## src/hw/cfg_port_cfg.svh

```systemverilog
// Constants for the configuration index/data port block
//
// Contract
// [RQ1] Index register is the 32-bit I/O port at 16'h0cf8, selects the target.
// [RQ2] Data register at 16'h0cfc reads or writes the currently selected register.
// [RQ3] Index bit 31 enables routing of data accesses as configuration accesses.
// [RQ4] Bus field starts at bit 16, device at 11, function at 8.
// [RQ5] Bits 7:2 pick the dword register; bits 1:0 and 30:24 ignored.
// [RQ6] Requester writes index with 32 bits, then reads 32-bit data.
// [RQ7] Nodes answer on bus 0, devices 18h to 1Fh, function 0.
// [RQ8] Up to eight nodes, one configuration device per node.
// [RQ9] Link status reports connected in bit 0, noncoherent in bit 2.
// [RQ10] Link status registers at function 0 offsets 98h, B8h, D8h, F8h.
// [RQ11] Link status bits are read-only; writes are ignored.
// [RQ12] Requester keeps exclusive use of the index/data port pair.
`ifndef CFG_PORT_CFG_SVH
`define CFG_PORT_CFG_SVH

// ****************************************
// Port addresses
// ****************************************
`define IO_INDEX_PORT     16'h0cf8
`define IO_DATA_PORT      16'h0cfc

// ****************************************
// Index field positions
// ****************************************
`define IDX_ENABLE_BIT    31
`define IDX_BUS_LSB       16
`define IDX_DEV_LSB       11
`define IDX_FUNC_LSB      8
`define IDX_REG_LSB       2
`define IDX_RESET         32'h0000_0000
`define IDX_WRITABLE_MASK 32'h80ff_fffc

// ****************************************
// Node range and link registers
// ****************************************
`define NODE_COUNT        8
`define NODE_DEV_BASE     5'h18
`define NODE_BUS          8'h00
`define NODE_FUNC         3'h0
`define LINK_COUNT        4
`define LINK0_REG_OFFSET  8'h98
`define LINK1_REG_OFFSET  8'hb8
`define LINK2_REG_OFFSET  8'hd8
`define LINK3_REG_OFFSET  8'hf8
`define LINK_ATTACHED_BIT 0
`define LINK_INIT_BIT     1
`define LINK_NONCOH_BIT   2
`define LINK_PEND_BIT     4
`define NO_TARGET_DATA    32'hffff_ffff

`endif

```

## src/hw/cfg_port_pkg.sv

```systemverilog
// Types shared by the configuration port block
`default_nettype none
package cfg_port_pkg;
  // One processor I/O cycle
  typedef struct packed {
    logic        valid;
    logic        write;
    logic [15:0] port;
    logic [31:0] wdata;
  } io_req_t;

  // Answer to an I/O cycle
  typedef struct packed {
    logic        valid;
    logic [31:0] rdata;
  } io_rsp_t;

  // Link state flags for one link
  typedef struct packed {
    logic pending;
    logic noncoherent;
    logic init_done;
    logic attached;
  } link_state_t;

  typedef enum logic [1:0] {ST_IDLE, ST_RESPOND} port_state_t;
endpackage
`default_nettype wire

```

## src/hw/config_space_access_port.sv

```systemverilog
// Host-bridge index/data configuration port with per-node link status
`include "cfg_port_cfg.svh"
`default_nettype none
module config_space_access_port (
  input  wire logic                                  clk_sys,
  input  wire logic                                  nrst,
  input  wire logic [2:0]                            node_id,
  input  wire logic [`NODE_COUNT-1:0]                node_present,
  input  wire cfg_port_pkg::link_state_t [`LINK_COUNT-1:0] link_state,
  input  wire cfg_port_pkg::io_req_t                 io_req,
  output var  cfg_port_pkg::io_rsp_t                 io_rsp,
  output var  logic [31:0]                           index_out
);

  // ****************************************
  // Decode helpers
  // ****************************************
  // Link number for a dword offset, or 3'h4 when no link register lives there
  function automatic logic [2:0] link_of(input logic [7:0] off);
    if (off == `LINK0_REG_OFFSET) begin
      link_of = 3'h0;
    end else if (off == `LINK1_REG_OFFSET) begin
      link_of = 3'h1;
    end else if (off == `LINK2_REG_OFFSET) begin
      link_of = 3'h2;
    end else if (off == `LINK3_REG_OFFSET) begin
      link_of = 3'h3;
    end else begin
      link_of = 3'h4;
    end
  endfunction

  // Status word for one link; upper bits read as zero
  function automatic logic [31:0] link_word(input cfg_port_pkg::link_state_t s);
    link_word                      = 32'h0000_0000;
    link_word[`LINK_ATTACHED_BIT]  = s.attached;
    link_word[`LINK_INIT_BIT]      = s.init_done;
    link_word[`LINK_NONCOH_BIT]    = s.noncoherent;
    link_word[`LINK_PEND_BIT]      = s.pending;
  endfunction

  // Index port write; the capture path and its hold check share this decode
  function automatic logic is_index_write(input cfg_port_pkg::io_req_t r);
    is_index_write = r.valid && r.write && (r.port == `IO_INDEX_PORT);
  endfunction

  // Top device bits shared by every node in the bus 0 range
  localparam logic [4:0] node_dev_base = `NODE_DEV_BASE;

  logic [31:0]              index_reg;
  logic [31:0]              index_next;
  cfg_port_pkg::port_state_t state_reg;
  cfg_port_pkg::io_rsp_t    rsp_reg;
  logic [31:0]              rd_word;
  logic                     hits_node;
  logic [7:0]               sel_bus;
  logic [4:0]               sel_dev;
  logic [2:0]               sel_func;
  logic [7:0]               sel_off;
  logic [2:0]               sel_node;
  logic [2:0]               sel_link;
  logic [31:0]              link_words [`LINK_COUNT];

  // Field extraction by shifting, reserved bits dropped
  assign sel_bus  = index_reg[`IDX_BUS_LSB +: 8];             // RQ4
  assign sel_dev  = index_reg[`IDX_DEV_LSB +: 5];             // RQ4
  assign sel_func = index_reg[`IDX_FUNC_LSB +: 3];            // RQ4
  assign sel_off  = {index_reg[7:`IDX_REG_LSB], 2'b00};       // RQ5
  assign sel_node = sel_dev[2:0];
  assign sel_link = link_of(sel_off);

  // Link words built per link
  genvar gi;
  generate
    for (gi = 0; gi < `LINK_COUNT; gi++) begin : g_link
      assign link_words[gi] = link_word(link_state[gi]);      // RQ9
    end
  endgenerate

  // ****************************************
  // Target match
  // ****************************************
  // Only this node's own device in 18h..1Fh answers; others are left to their owners
  always_comb begin
    hits_node = index_reg[`IDX_ENABLE_BIT]                    // RQ3
             && (sel_bus == `NODE_BUS)                        // RQ7
             && (sel_dev[4:3] == node_dev_base[4:3])          // RQ7
             && (sel_func == `NODE_FUNC)                      // RQ7
             && (sel_node == node_id)                         // RQ8
             && node_present[sel_node];                       // RQ8
  end

  // Read mux; link registers, zero for other offsets of this node, all else floats high like an absent device
  always_comb begin
    rd_word = `NO_TARGET_DATA;
    if (hits_node && sel_link != 3'h4) begin
      rd_word = link_words[sel_link[1:0]];                    // RQ10
    end else if (hits_node) begin
      rd_word = 32'h0000_0000;
    end
  end

  // ****************************************
  // Index register
  // ****************************************
  // Reserved bits are kept at zero so a readback shows only live fields
  always_comb begin
    index_next = index_reg;
    if (is_index_write(io_req)) begin
      index_next = io_req.wdata & `IDX_WRITABLE_MASK;         // RQ1 RQ5
    end
  end

  always_ff @(posedge clk_sys) begin
    if (!nrst) begin
      index_reg <= `IDX_RESET;
    end else begin
      index_reg <= index_next;
    end
  end

  // ****************************************
  // Answer path
  // ****************************************
  // Every cycle taken in ST_IDLE gets a one-cycle answer so software never hangs on a bad port
  always_ff @(posedge clk_sys) begin
    if (!nrst) begin
      state_reg <= cfg_port_pkg::ST_IDLE;
      rsp_reg   <= '0;
    end else begin
      case (state_reg)
        cfg_port_pkg::ST_IDLE: begin
          rsp_reg <= '0;
          if (io_req.valid) begin
            state_reg     <= cfg_port_pkg::ST_RESPOND;
            rsp_reg.valid <= 1'b1;
            if (io_req.write) begin
              rsp_reg.rdata <= 32'h0000_0000;                 // RQ11
            end else if (io_req.port == `IO_INDEX_PORT) begin
              rsp_reg.rdata <= index_reg;                     // RQ1
            end else if (io_req.port == `IO_DATA_PORT) begin
              rsp_reg.rdata <= rd_word;                       // RQ2 RQ6
            end else begin
              rsp_reg.rdata <= `NO_TARGET_DATA;
            end
          end
        end
        cfg_port_pkg::ST_RESPOND: begin
          // Answer slot: a cycle arriving now is dropped, only the index path sees it
          state_reg <= cfg_port_pkg::ST_IDLE;
          rsp_reg   <= '0;
        end
        default: begin
          state_reg <= cfg_port_pkg::ST_IDLE;
          rsp_reg   <= '0;
        end
      endcase
    end
  end

  // Both outputs come straight from their flops
  assign io_rsp    = rsp_reg;
  assign index_out = index_reg;

  // ****************************************
  // Checks on the index register
  // ****************************************
  // Index port writes land with the reserved bits dropped
  chk_index_write: assert property (@(posedge clk_sys) disable iff (!nrst) // RQ1
    io_req.valid && io_req.write && io_req.port == `IO_INDEX_PORT
      |=> index_reg == ($past(io_req.wdata) & `IDX_WRITABLE_MASK))
    else $error("index port write not captured");

  // Nothing but an index port write may move the selector
  chk_index_hold: assert property (@(posedge clk_sys) disable iff (!nrst) // RQ1
    !is_index_write(io_req) |=> $stable(index_reg))
    else $error("index changed without an index write");

  // Fields sit where software shifts them in
  chk_field_shift: assert property (@(posedge clk_sys) disable iff (!nrst) // RQ4
    sel_dev == index_reg[15:11] && sel_func == index_reg[10:8] && sel_bus == index_reg[23:16])
    else $error("index fields misplaced");

  // Reserved bits never reach the stored selector
  chk_reserved_zero: assert property (@(posedge clk_sys) disable iff (!nrst) // RQ5
    index_reg[30:24] == 7'h00 && index_reg[1:0] == 2'b00)
    else $error("reserved index bits stored");

  // ****************************************
  // Checks on the answer path
  // ****************************************
  // Index read returns the selector as it stood when asked
  chk_index_read: assert property (@(posedge clk_sys) disable iff (!nrst) // RQ1
    state_reg == cfg_port_pkg::ST_IDLE && io_req.valid && !io_req.write && io_req.port == `IO_INDEX_PORT
      |=> io_rsp.valid && io_rsp.rdata == $past(index_reg))
    else $error("index port read returned wrong word");

  // Data read carries the routed word
  chk_data_read: assert property (@(posedge clk_sys) disable iff (!nrst) // RQ2
    state_reg == cfg_port_pkg::ST_IDLE && io_req.valid && !io_req.write && io_req.port == `IO_DATA_PORT
      |=> io_rsp.valid && io_rsp.rdata == $past(rd_word))
    else $error("data port read returned wrong word");

  // Writes are answered with zero data
  chk_write_answer: assert property (@(posedge clk_sys) disable iff (!nrst) // RQ11
    state_reg == cfg_port_pkg::ST_IDLE && io_req.valid && io_req.write
      |=> io_rsp.valid && io_rsp.rdata == 32'h0000_0000)
    else $error("write answered with data");

  // Ports outside the pair read as an absent device
  chk_unmapped_port: assert property (@(posedge clk_sys) disable iff (!nrst) // RQ2
    state_reg == cfg_port_pkg::ST_IDLE && io_req.valid && !io_req.write
      && io_req.port != `IO_INDEX_PORT && io_req.port != `IO_DATA_PORT
      |=> io_rsp.valid && io_rsp.rdata == `NO_TARGET_DATA)
    else $error("unmapped port answered with data");

  // One answer per accepted cycle, one cycle long
  chk_single_answer: assert property (@(posedge clk_sys) disable iff (!nrst)
    io_rsp.valid |=> !io_rsp.valid)
    else $error("answer held longer than one cycle");

  // A cycle in the answer slot is dropped without an answer
  chk_refused_slot: assert property (@(posedge clk_sys) disable iff (!nrst)
    state_reg == cfg_port_pkg::ST_RESPOND && io_req.valid |=> !io_rsp.valid)
    else $error("cycle in answer slot was answered");

  // No answer appears unless a cycle was taken
  chk_idle_quiet: assert property (@(posedge clk_sys) disable iff (!nrst)
    state_reg == cfg_port_pkg::ST_IDLE && !io_req.valid |=> !io_rsp.valid)
    else $error("answer without a cycle");

  // An answer only ever stands in the answer slot
  chk_answer_state: assert property (@(posedge clk_sys) disable iff (!nrst)
    io_rsp.valid |-> state_reg == cfg_port_pkg::ST_RESPOND)
    else $error("answer outside the answer slot");

  // ****************************************
  // Checks on routing
  // ****************************************
  // A clear enable bit leaves every target silent
  chk_enable_gate: assert property (@(posedge clk_sys) disable iff (!nrst) // RQ3
    !index_reg[`IDX_ENABLE_BIT] |-> rd_word == `NO_TARGET_DATA)
    else $error("disabled index still routed");

  // Only bus 0, function 0, upper device range
  chk_node_range: assert property (@(posedge clk_sys) disable iff (!nrst) // RQ7
    hits_node |-> sel_dev >= 5'h18 && sel_bus == 8'h00 && sel_func == 3'h0)
    else $error("node answered outside range");

  // This node answers for its own device number only
  chk_one_device: assert property (@(posedge clk_sys) disable iff (!nrst) // RQ8
    hits_node |-> sel_dev == {2'b11, node_id})
    else $error("node answered for another device");

  // Another node's device reads as absent here
  chk_foreign_device: assert property (@(posedge clk_sys) disable iff (!nrst) // RQ8
    sel_dev[2:0] != node_id |-> rd_word == `NO_TARGET_DATA)
    else $error("foreign device routed here");

  // An absent node never answers
  chk_absent_node: assert property (@(posedge clk_sys) disable iff (!nrst) // RQ8
    !node_present[node_id] |-> rd_word == `NO_TARGET_DATA)
    else $error("absent node answered");

  // ****************************************
  // Checks on link status
  // ****************************************
  // Connected and noncoherent bits of link 0
  chk_link_bits: assert property (@(posedge clk_sys) disable iff (!nrst) // RQ9
    hits_node && sel_off == 8'h98 |-> rd_word[0] == link_state[0].attached
      && rd_word[2] == link_state[0].noncoherent)
    else $error("link status bits wrong");

  // Link 1 word, built from the flags directly
  chk_link_one: assert property (@(posedge clk_sys) disable iff (!nrst) // RQ10
    hits_node && sel_off == 8'hb8 |-> rd_word == {27'h0, link_state[1].pending, 1'h0,
      link_state[1].noncoherent, link_state[1].init_done, link_state[1].attached})
    else $error("link 1 status not at b8");

  // Link 2 word, built from the flags directly
  chk_link_two: assert property (@(posedge clk_sys) disable iff (!nrst) // RQ10
    hits_node && sel_off == 8'hd8 |-> rd_word == {27'h0, link_state[2].pending, 1'h0,
      link_state[2].noncoherent, link_state[2].init_done, link_state[2].attached})
    else $error("link 2 status not at d8");

  // Link 3 word at the last offset
  chk_link_offset: assert property (@(posedge clk_sys) disable iff (!nrst) // RQ10
    hits_node && sel_off == 8'hf8 |-> rd_word == link_words[3])
    else $error("link 3 status not at f8");

  // Other offsets of this node read as zero
  chk_non_link_zero: assert property (@(posedge clk_sys) disable iff (!nrst) // RQ10
    hits_node && sel_off != 8'h98 && sel_off != 8'hb8 && sel_off != 8'hd8 && sel_off != 8'hf8
      |-> rd_word == 32'h0000_0000)
    else $error("non-link offset returned data");

  // A data write leaves the status word as the flags say
  chk_write_ignored: assert property (@(posedge clk_sys) disable iff (!nrst) // RQ11
    io_req.valid && io_req.write && io_req.port == `IO_DATA_PORT ##1 hits_node && sel_off == 8'h98
      |-> rd_word == link_words[0])
    else $error("link status changed by write");

endmodule
`default_nettype wire

```

## config.mk

```make
export PLATFORM = sky130hd
export DESIGN_NAME = config_space_access_port
export DESIGN_NICKNAME = d
export VERILOG_FILES = /design/src/hw/cfg_port_pkg.sv /design/src/hw/config_space_access_port.sv
export VERILOG_INCLUDE_DIRS = /design/src /design/src/hw
export SDC_FILE = /design/constraint.sdc
export NUM_CORES = 1
export LEC_CHECK = 0
export ABC_AREA = 1
export BUFFER_PORTS_ARGS = -buffer_cell sky130_fd_sc_hd__buf_2
export CAP_MARGIN = 20
export CORE_MARGIN = 8
export CORE_UTILIZATION = 38
export DETAILED_ROUTE_END_ITERATION = 16
export PLACE_DENSITY = 0.79
export RECOVER_POWER = 25
export SYNTH_ARGS = -nofsm -noshare
export SYNTH_HDL_FRONTEND = slang
export SYNTH_SLANG_ARGS = --single-unit
export TNS_END_PERCENT = 10
```

## constraint.sdc

```tcl
create_clock -name clk_sys -period 1.4 [get_ports clk_sys]
set_input_delay 0.21 -clock clk_sys [delete_from_list [all_inputs] [get_ports clk_sys]]
set_output_delay 0.21 -clock clk_sys [all_outputs]
set_load 0.02 [all_outputs]
```

---- After elaboration in Yosys (flattened, before gate mapping) ----
Cells that the tools add are included.
cells by class
  bitwise operators ....................... 4
  reduce and logical (&&, ||, !) cells .... 13
  mux-type cells .......................... 15
  order comparisons ....................... 2
  equality and inequality tests ........... 9
operators by type and width
  kind                    count
  $mux W32                7
  $bmux W32 S2            1
  $mux W33                1
  $eq A16 B12 Y1 const B  2
  $eq A6 B6 Y1 const B    4
  $mux W3                 4
  $logic_and A1 B1 Y1     8
  $logic_not A8 Y1        1
  $lt A3 B4 Y1 const B    1
  $reduce_or A4 Y1        1
  $bmux W1 S3             1
  $eq A3 B3 Y1            1
  $ge A3 B3 Y1 const B    1
  $logic_not A3 Y1        1
  $ne A3 B3 Y1 const B    1
  $not A1 Y1              3
  $not A2 Y3              1
  $eq A2 B2 Y1 const B    1
  $logic_not A2 Y1        1
  $reduce_and A2 Y1       1
  $mux W1                 1
storage, ports and cells
  word-level logic and storage cells ...... 47
  output and inout bits ................... 65
  flip-flop bits (word level) ............. 57

---- Depth between registers and ports, before layout ----
Gate-level depths: netlist of run 1.
  word-level depth ........................ 14
  mapped depth ............................ 11
  mapped depth without buffers ............ 11

---- Worst setup path before layout of run 1 ----
Ideal clock, no wire load.
  path type ............................... flip-flop to flip-flop
  start ................................... register index_reg[11], in the netlist index_out[11]
  end ..................................... register rsp_reg, in the netlist io_rsp[2]
  arrival time ............................ 1327 ps
  setup slack ............................. -47 ps
  stages on the path, launching flop included .. 11
  buffers on the path ..................... 1
  period minus slack after synthesis ...... 1447 ps
  setup time .............................. 120 ps
  cells stage by stage .................... dfxtp_1 > inv_2 > nand2_1 > nand2_1 > nor2_1 > nand2_1 > nor2_2 > nand3_2 > nand2_4 > buf_6 > nand3_1
on the way
  cells in the longest elaborated chain, start to end .. 7
  elaborated cells on any way between the ends .. 10
  those cells by class .................... eq/ne (1); mux (6); reduce/logical (3)
ends and longest elaborated chain
  what                                                                         line                                                            RTL
  from (decl)                                                                  config_space_access_port.sv:50                                  logic [31:0] index_reg;
  from (signal assigned)                                                       config_space_access_port.sv:116                                 index_reg <= `IDX_RESET;
  from (signal assigned)                                                       config_space_access_port.sv:118                                 index_reg <= index_next;
  $bmux W1 S3 / $eq A3 B3 Y1 (equally long branches)                           config_space_access_port.sv:90, config_space_access_port.sv:89
  $mux W1 (implied by the code) / $logic_and A1 B1 Y1 (equally long branches)  config_space_access_port.sv:90, config_space_access_port.sv:85
  $logic_and A1 B1 Y1 *                                                        config_space_access_port.sv:85                                  hits_node = index_reg[`IDX_ENABLE_BIT]
  $mux W32 / $logic_and A1 B1 Y1 (equally long branches)                       config_space_access_port.sv:98, config_space_access_port.sv:96
  $mux W32 *                                                                   config_space_access_port.sv:96                                  if (hits_node && sel_link != 3'h4) begin
  $mux W32 *                                                                   config_space_access_port.sv:141                                 end else if (io_req.port == `IO_DATA_PORT) begin
  $mux W32 *                                                                   config_space_access_port.sv:139                                 end else if (io_req.port == `IO_INDEX_PORT) begin
  to (decl)                                                                    config_space_access_port.sv:53                                  cfg_port_pkg::io_rsp_t rsp_reg;
Every way passes the cells marked *; elsewhere a longest branch is shown, timed or not. The select of a mux whose other input is x is not followed.
A chain may end at the register's enable or synchronous reset.

---- Worst setup path after layout of run 1 ----
  start ................................... register index_reg[7], in the netlist index_out[7]
  end ..................................... register rsp_reg, in the netlist io_rsp[2]
on the way
  cells in the longest elaborated chain, start to end .. 12
  elaborated cells on any way between the ends .. 17
  those cells by class .................... eq/ne (5); mux (10); bitwise (1); reduce/logical (1)
ends and longest elaborated chain
  what                                          line                             RTL
  $eq A6 B6 Y1 (no source line)                 n/a
  $mux W3                                       config_space_access_port.sv:26   end else if (off == `LINK3_REG_OFFSET) begin
  $mux W3                                       config_space_access_port.sv:24   end else if (off == `LINK2_REG_OFFSET) begin
  $mux W3                                       config_space_access_port.sv:22   end else if (off == `LINK1_REG_OFFSET) begin
  $mux W3 *                                     config_space_access_port.sv:20   if (off == `LINK0_REG_OFFSET) begin
  $not A2 Y3 (implied by the code)              config_space_access_port.sv:97   rd_word = link_words[sel_link[1:0]];
  $bmux W32 S2                                  config_space_access_port.sv:97
  $mux W32 (implied by the code) (2 in series)  config_space_access_port.sv:97
  $mux W32 *                                    config_space_access_port.sv:96
  $mux W32 *                                    config_space_access_port.sv:141
  $mux W32 *                                    config_space_access_port.sv:139
Marked as above.

==> flow_summary.ini, run 1 <==
[setup_path]
crit_family = simple AND/OR/NAND/NOR gates
cp-end-kind = register
worstReg2RegEnd = io_rsp[2]
cp.arrival_ps = 1630
crit_type = register to register
reg2regPathDepth = 8
path_cells = nand2_1 -> nor2_2 -> nand2_2 -> inv_1 -> o21ai_0 -> o21ai_0 -> nand2_1 -> nand3_1
crit_required_ps = 1640
r2r_slack_ps = 10
path_max_fanout = 9
worstSetupStartpointType = register
path_buf_inv = 1
slowest_stage = dfxtp_1
timing.rr.start = index_out[7]
max_stage_delay_ps = 370

[synthesis]
ys_warn_count = 0
syn_avg_cell_area_um2 = 7.01
synth_xor_area_share_pct = 0
synthMuxAreaShare_pct = 0
synth-compound-area-share_pct = 8.59
yosysSeqAreaShare_pct = 45.5
synthTopCellsByArea = dfxtp_1 (46%), nand2_1 (21%), buf_4 (5.7%), a21oi_1 (5.1%), nor2_1 (4.9%)
synth_top_cell_by_area = dfxtp_1
ys_ff_latch = 51
synth-simple-area-share_pct = 33.3
synth.top_cell.area_share_pct = 45.5
synthAdderAreaFrac_pct = 0
netlist_area_um2 = 2240
synth_top_family_by_area = simple AND/OR/NAND/NOR gates
yosysUniqueCellTypes = 24
syn_inst = 320

[detailed_routing]
wl_met2_mm = 3.69
wire_per_inst_um = 13.2
top_layer_used = met4
finalWirelength_mm = 7.15
wirelength_met1_mm = 2.73
drtAntennaViolNets = 0
drcViolationCount = 0
drtPass1Iterations = 5
via_per_inst = 4.51
wl_met3_um = 647
vias = 2435
first_iter_violations = 112

[cts]
cts_made_buffers = 5
cts_tree = built
worst_skew_pair.late_latency_ps = 300
cts_buffer_depth = 2
cts_sinks = 51
cts.clk_slew.worst_paths_ps = 90
ctsHoldBuffers = 0
cts-root-buf = clkbuf_8
htreeDepth = 2

[global_routing]
antenna_found_initial = 0
grt_first_pass_wirelength_mm = 11.5
grt_max_degree = 24
grt.total_usage_pct = 16.2
overflow = 0
grt_pass1_vias = 2546

[power]
peakVddDrop_mv = 0.483
power_switching_share_pct = 24.2
p_leak_nw = 1.70
power_switching_mw = 0.686
clkPwrFrac_pct = 36.9
combPwrFrac_pct = 10.5
power.total_mw = 2.83
power_density_nw_per_um2 = 871
p_int_mw = 2.15
p_seq_share_pct = 52.6

[sta]
finalCriticalPeriod_ps = 1390
max_freq_ghz = 0.721
fin_crit_sh_pct = 99.1
drv_slew = 0
hold_violations = 0
tns_ps = 0
holdWs_ps = 137
rsz0062_at_grt = true
fin_skew_ps = 8.34
setup_violations = 0
fin_ws_ps = 12.7

[min_path]
hold_path_class = input pin to register
min_to = index_out[12]
hold_start = io_req[12]
hold_depth = 3

[floorplanning]
die_h_um = 92.8
chipWidth_um = 92.8
io_pins = 144
coreArea_um2 = 5820
rows = 28
initial_core_util_pct = 38.6
dieArea_um2 = 8610

[finish]
n_antenna_cell = 0
synthToLayoutAreaGrowth_pct = 45.1
largest_reg_flops = 27
final_common_cell = nand2_1
final_cell_mix = nand2_1 (124), buf_2 (107), dfxtp_1 (48)
drive_gt1_share_pct = 35.9
final_core_utilization_pct = 55.9
final_net_count = 543
stdcell_count = 540
fin_area_um2 = 3250

[placed_design]
post-place-cells = 529
portBuffers = 125
hpwl_mm = 5.62
gp_congestion = 0.824
dp_slack_ps = -11.6
dpl_cell_area_um2 = 3070

[status]
status = finished, final reports clean

[flow_run]
max-cap-violations = 0
[worst reg2reg max path, stage by stage, from the launching register on]
cell and delay [ps]:
dfxtp_1 370, nand2_1 90, nor2_2 210, nand2_2 160, inv_1 120, o21ai_0 70, o21ai_0 150, nand2_1 80
nand3_1 70
[routing by layer]
layer | global-route usage (%) | vias up
met1 | 17.3 | 1087
met5 | 0 | -
met3 | 5.58 | 8
met4 | 4.30 | 0
li1 | - | 1253
met2 | 29.3 | 87
[kinds of logic after synthesis]
group / after synthesis
DFF: 51
buffers and inverters: 51
other: 1
and+or+nand+nor: 179
AOI/OAI and AO/OA: 38
[how the worst max path moves through the flow]
stage	startpoint	endpoint	slack, ps	cells past startpoint
6_report	index_out[7]	io_rsp[2]	10	8
2_1_floorplan	index_out[7]	io_rsp[0]	3	8
3_3_place_gp	index_out[12]	io_rsp[6]	30	10
3_5_place_dp	io_req[45]	index_out[13]	-10	9
4_1_cts	index_out[31]	io_rsp[12]	4	10
5_1_grt	index_out[4]	io_rsp[2]	-120	8
[cell type report]
cell class | instances | area (µm²)
fillers | 590 | 2560
flip-flops and latches | 51 | 1030
multi-input cells | 226 | 997
repair buffers | 154 | 913
inverters | 26 | 103
well taps | 75 | 93.8
clock buffers | 5 | 68.8
clock inverters | 3 | 47.5
[cell usage after synthesis, drive strengths merged]
| library cell | n |
|---|---|
| nand2 | 129 |
| dfxtp | 51 |
| nor2 | 31 |
| inv | 26 |
| a21oi | 23 |
| buf | 21 |
| o21ai | 13 |
| nand3 | 12 |
| clkbuf | 4 |
| nand3b | 3 |
| nand4 | 3 |
| o22ai | 2 |
| conb | 1 |
| nor3 | 1 |
[power groups by stage]
stage          clock [mW]  combinational (mW)  sequential, mW
2_1_floorplan           0               0.125            1.57
3_3_place_gp            0               0.289            1.52
3_5_place_dp            0               0.295            1.53
4_1_cts              1.08               0.296            1.49
5_1_grt              1.14               0.326            1.49
6_report             1.05               0.299            1.49
[repair_timing]
action,in CTS,in global routing
pin swaps,0,1
gates resized for setup,3,15
buffers inserted,0,2
gates cloned,0,1
endpoints found under the setup margin,3,25
No activity file was read; power rests on OpenSTA's default activity.
==> run 2: changes to the inputs <==
Settings changed: CELL_PAD_IN_SITES_DETAIL_PLACEMENT set to 1, CELL_PAD_IN_SITES_GLOBAL_PLACEMENT set to 2, CORE_UTILIZATION 38 to 18, PLACE_DENSITY 0.79 to 0.77.
Clock period 1.4 ns to 1.15 ns, I/O delays scaled along.
==> flow_summary.ini, run 2 (synthesized netlist as in run 1, its figures left out) <==
[status]
status = complete, but fails checks
violations = setup timing

[finish]
synthToLayoutAreaGrowth_pct = 61.3
final_core_utilization_pct = 29.9
drive_gt1_share_pct = 43.2
fin_area_um2 = 3620
final_cell_mix = nand2_1 (120), buf_2 (107), buf_4 (41)
final_common_cell = nand2_1
final_net_count = 563
largest_reg_flops = 27

[sta]
fin_ws_ps = -269
tns_ps = -6040
max_freq_ghz = 0.705
rsz0062_at_grt = true
setup_violations = 26
fin_skew_ps = 7.60
hold_violations = 0
fin_crit_sh_pct = 123
holdWs_ps = 125
drv_slew = 0
finalCriticalPeriod_ps = 1420

[setup_path]
max_stage_delay_ps = 350
timing.rr.start = index_out[31]
cp.arrival_ps = 1600
crit_type = register to register
slowest_stage = dfxtp_4
cp-end-kind = register
worstSetupStartpointType = register
crit_path_frequent_cell = nand2_1
crit_required_ps = 1330
critPathLaunch = index_out[31]
path_cells = inv_2 -> nor2_4 -> nand2_1 -> nor2_2 -> nand2_1 -> nor2_2 -> nand3_2 -> nand2_4 -> clkbuf_16 -> nand2_1
path_max_fanout = 7

[global_routing]
grt_pass1_vias = 2824
overflow = 0
grt_first_pass_wirelength_mm = 14.2
antenna_found_initial = 1
grt.total_usage_pct = 10.9
grt_max_degree = 24

[cts]
cts-root-buf = clkbuf_16
cts_buffer_depth = 2
cts.clk_slew.worst_paths_ps = 60
cts_made_buffers = 5
htreeDepth = 2
cts_tree = built
cts_sinks = 51
worst_skew_pair.late_latency_ps = 280

[floorplanning]
io_pins = 144
rows = 40
dieArea_um2 = 16300
chipWidth_um = 128
initial_core_util_pct = 18.5
coreArea_um2 = 12100
die_h_um = 128

[placed_design]
dp_slack_ps = -376
portBuffers = 125
gp_congestion = 0.742
dpl_cell_area_um2 = 3340
hpwl_mm = 7.51

[detailed_routing]
vias = 2594
drtPass1Iterations = 4
wire_per_inst_um = 14.1
wirelength_met1_mm = 3.95
drtAntennaViolNets = 0
finalWirelength_mm = 9.21
drcViolationCount = 0
first_iter_violations = 111
wl_met2_mm = 4.52
via_per_inst = 3.97
top_layer_used = met5
wl_met3_um = 636

[min_path]
hold_path_class = input pin to register
hold_start = io_req[16]

[power]
power_density_nw_per_um2 = 1040
peakVddDrop_mv = 0.670
p_leak_nw = 1.82

[flow_run]
max-cap-violations = 0
[run 2: cell count changes in the layout (fill, tap and decap cells not counted), moves of 4 or more]
cell       delta
clkbuf_16     +6
o21ai_2       -4
nor2_2        +5
dfxtp_2      +12
nor2_1        -8
clkbuf_8      -5
dfxtp_1      -13
nand2_1       -4
nand2_2       +4
buf_4        +19
[run 2: repair_timing]
action                                  CTS  global route
endpoints found under the setup margin   35            50
endpoints found under the hold margin     0             0
pin swaps                                 1             8
hold buffers                              0             0
gates resized for setup                   9            22
gates cloned                              1             1
setup buffers                             1             1
[run 2: power breakdown]
group / leakage, nW / internal (mW) / total (mW) / switching (mW)
clock: 0.0784 / 0.928 / 1.54 / 0.617
combinational: 1.32 / 0.169 / 0.399 / 0.230
sequential: 0.424 / 1.80 / 1.81 / 0.0156
[run 2: path summary, 6_finish.rpt]
| kind | cells after the start | slack [ps] | to |
|---|---|---|---|
| hold / removal | 3 | 130 | index_out[16] |
| setup / recovery | 10 | -270 | io_rsp[17] |
| setup reg to reg | 10 | -270 | io_rsp[17] |
| hold reg to reg | 1 | 410 | state_reg[0] |
[run 2: routing by layer]
layer,vias up,global-route usage (%)
met4,2,2.59
met3,8,3.45
met2,86,19.6
met5,-,0
met1,1198,12.3
li1,1300,-
[run 2: final cells by class]
| cell class | instances | area (µm²) |
|---|---|---|
| Clock inverter | 1 | 6.26 |
| Timing Repair Buffer | 173 | 1060 |
| Inverter | 26 | 103 |
| Multi-Input combinational cell | 227 | 1040 |
| Clock buffer | 6 | 150 |
| Fill cell | 1557 | 8490 |
| Tap cell | 168 | 210 |
| Sequential cell | 51 | 1050 |
| Antenna cell | 1 | 2.50 |
[run 2: stage by stage]
| stage | cells | total power [mW] |
|---|---|---|
| final | 653 | 3.76 |
| after floorplan | 328 | 2.05 |
| after detailed placement | 641 | 2.24 |
| after global placement | 641 | 2.24 |
| after global routing | 652 | 3.92 |
| after CTS | 650 | 3.79 |
[run 2: critical path, delay by kind of cell, from the launching register on]
kind                   cells  cell delay (ps)
AND/OR/NAND/NOR            8              740
flip-flops                 1              350
buffers and inverters      2              220
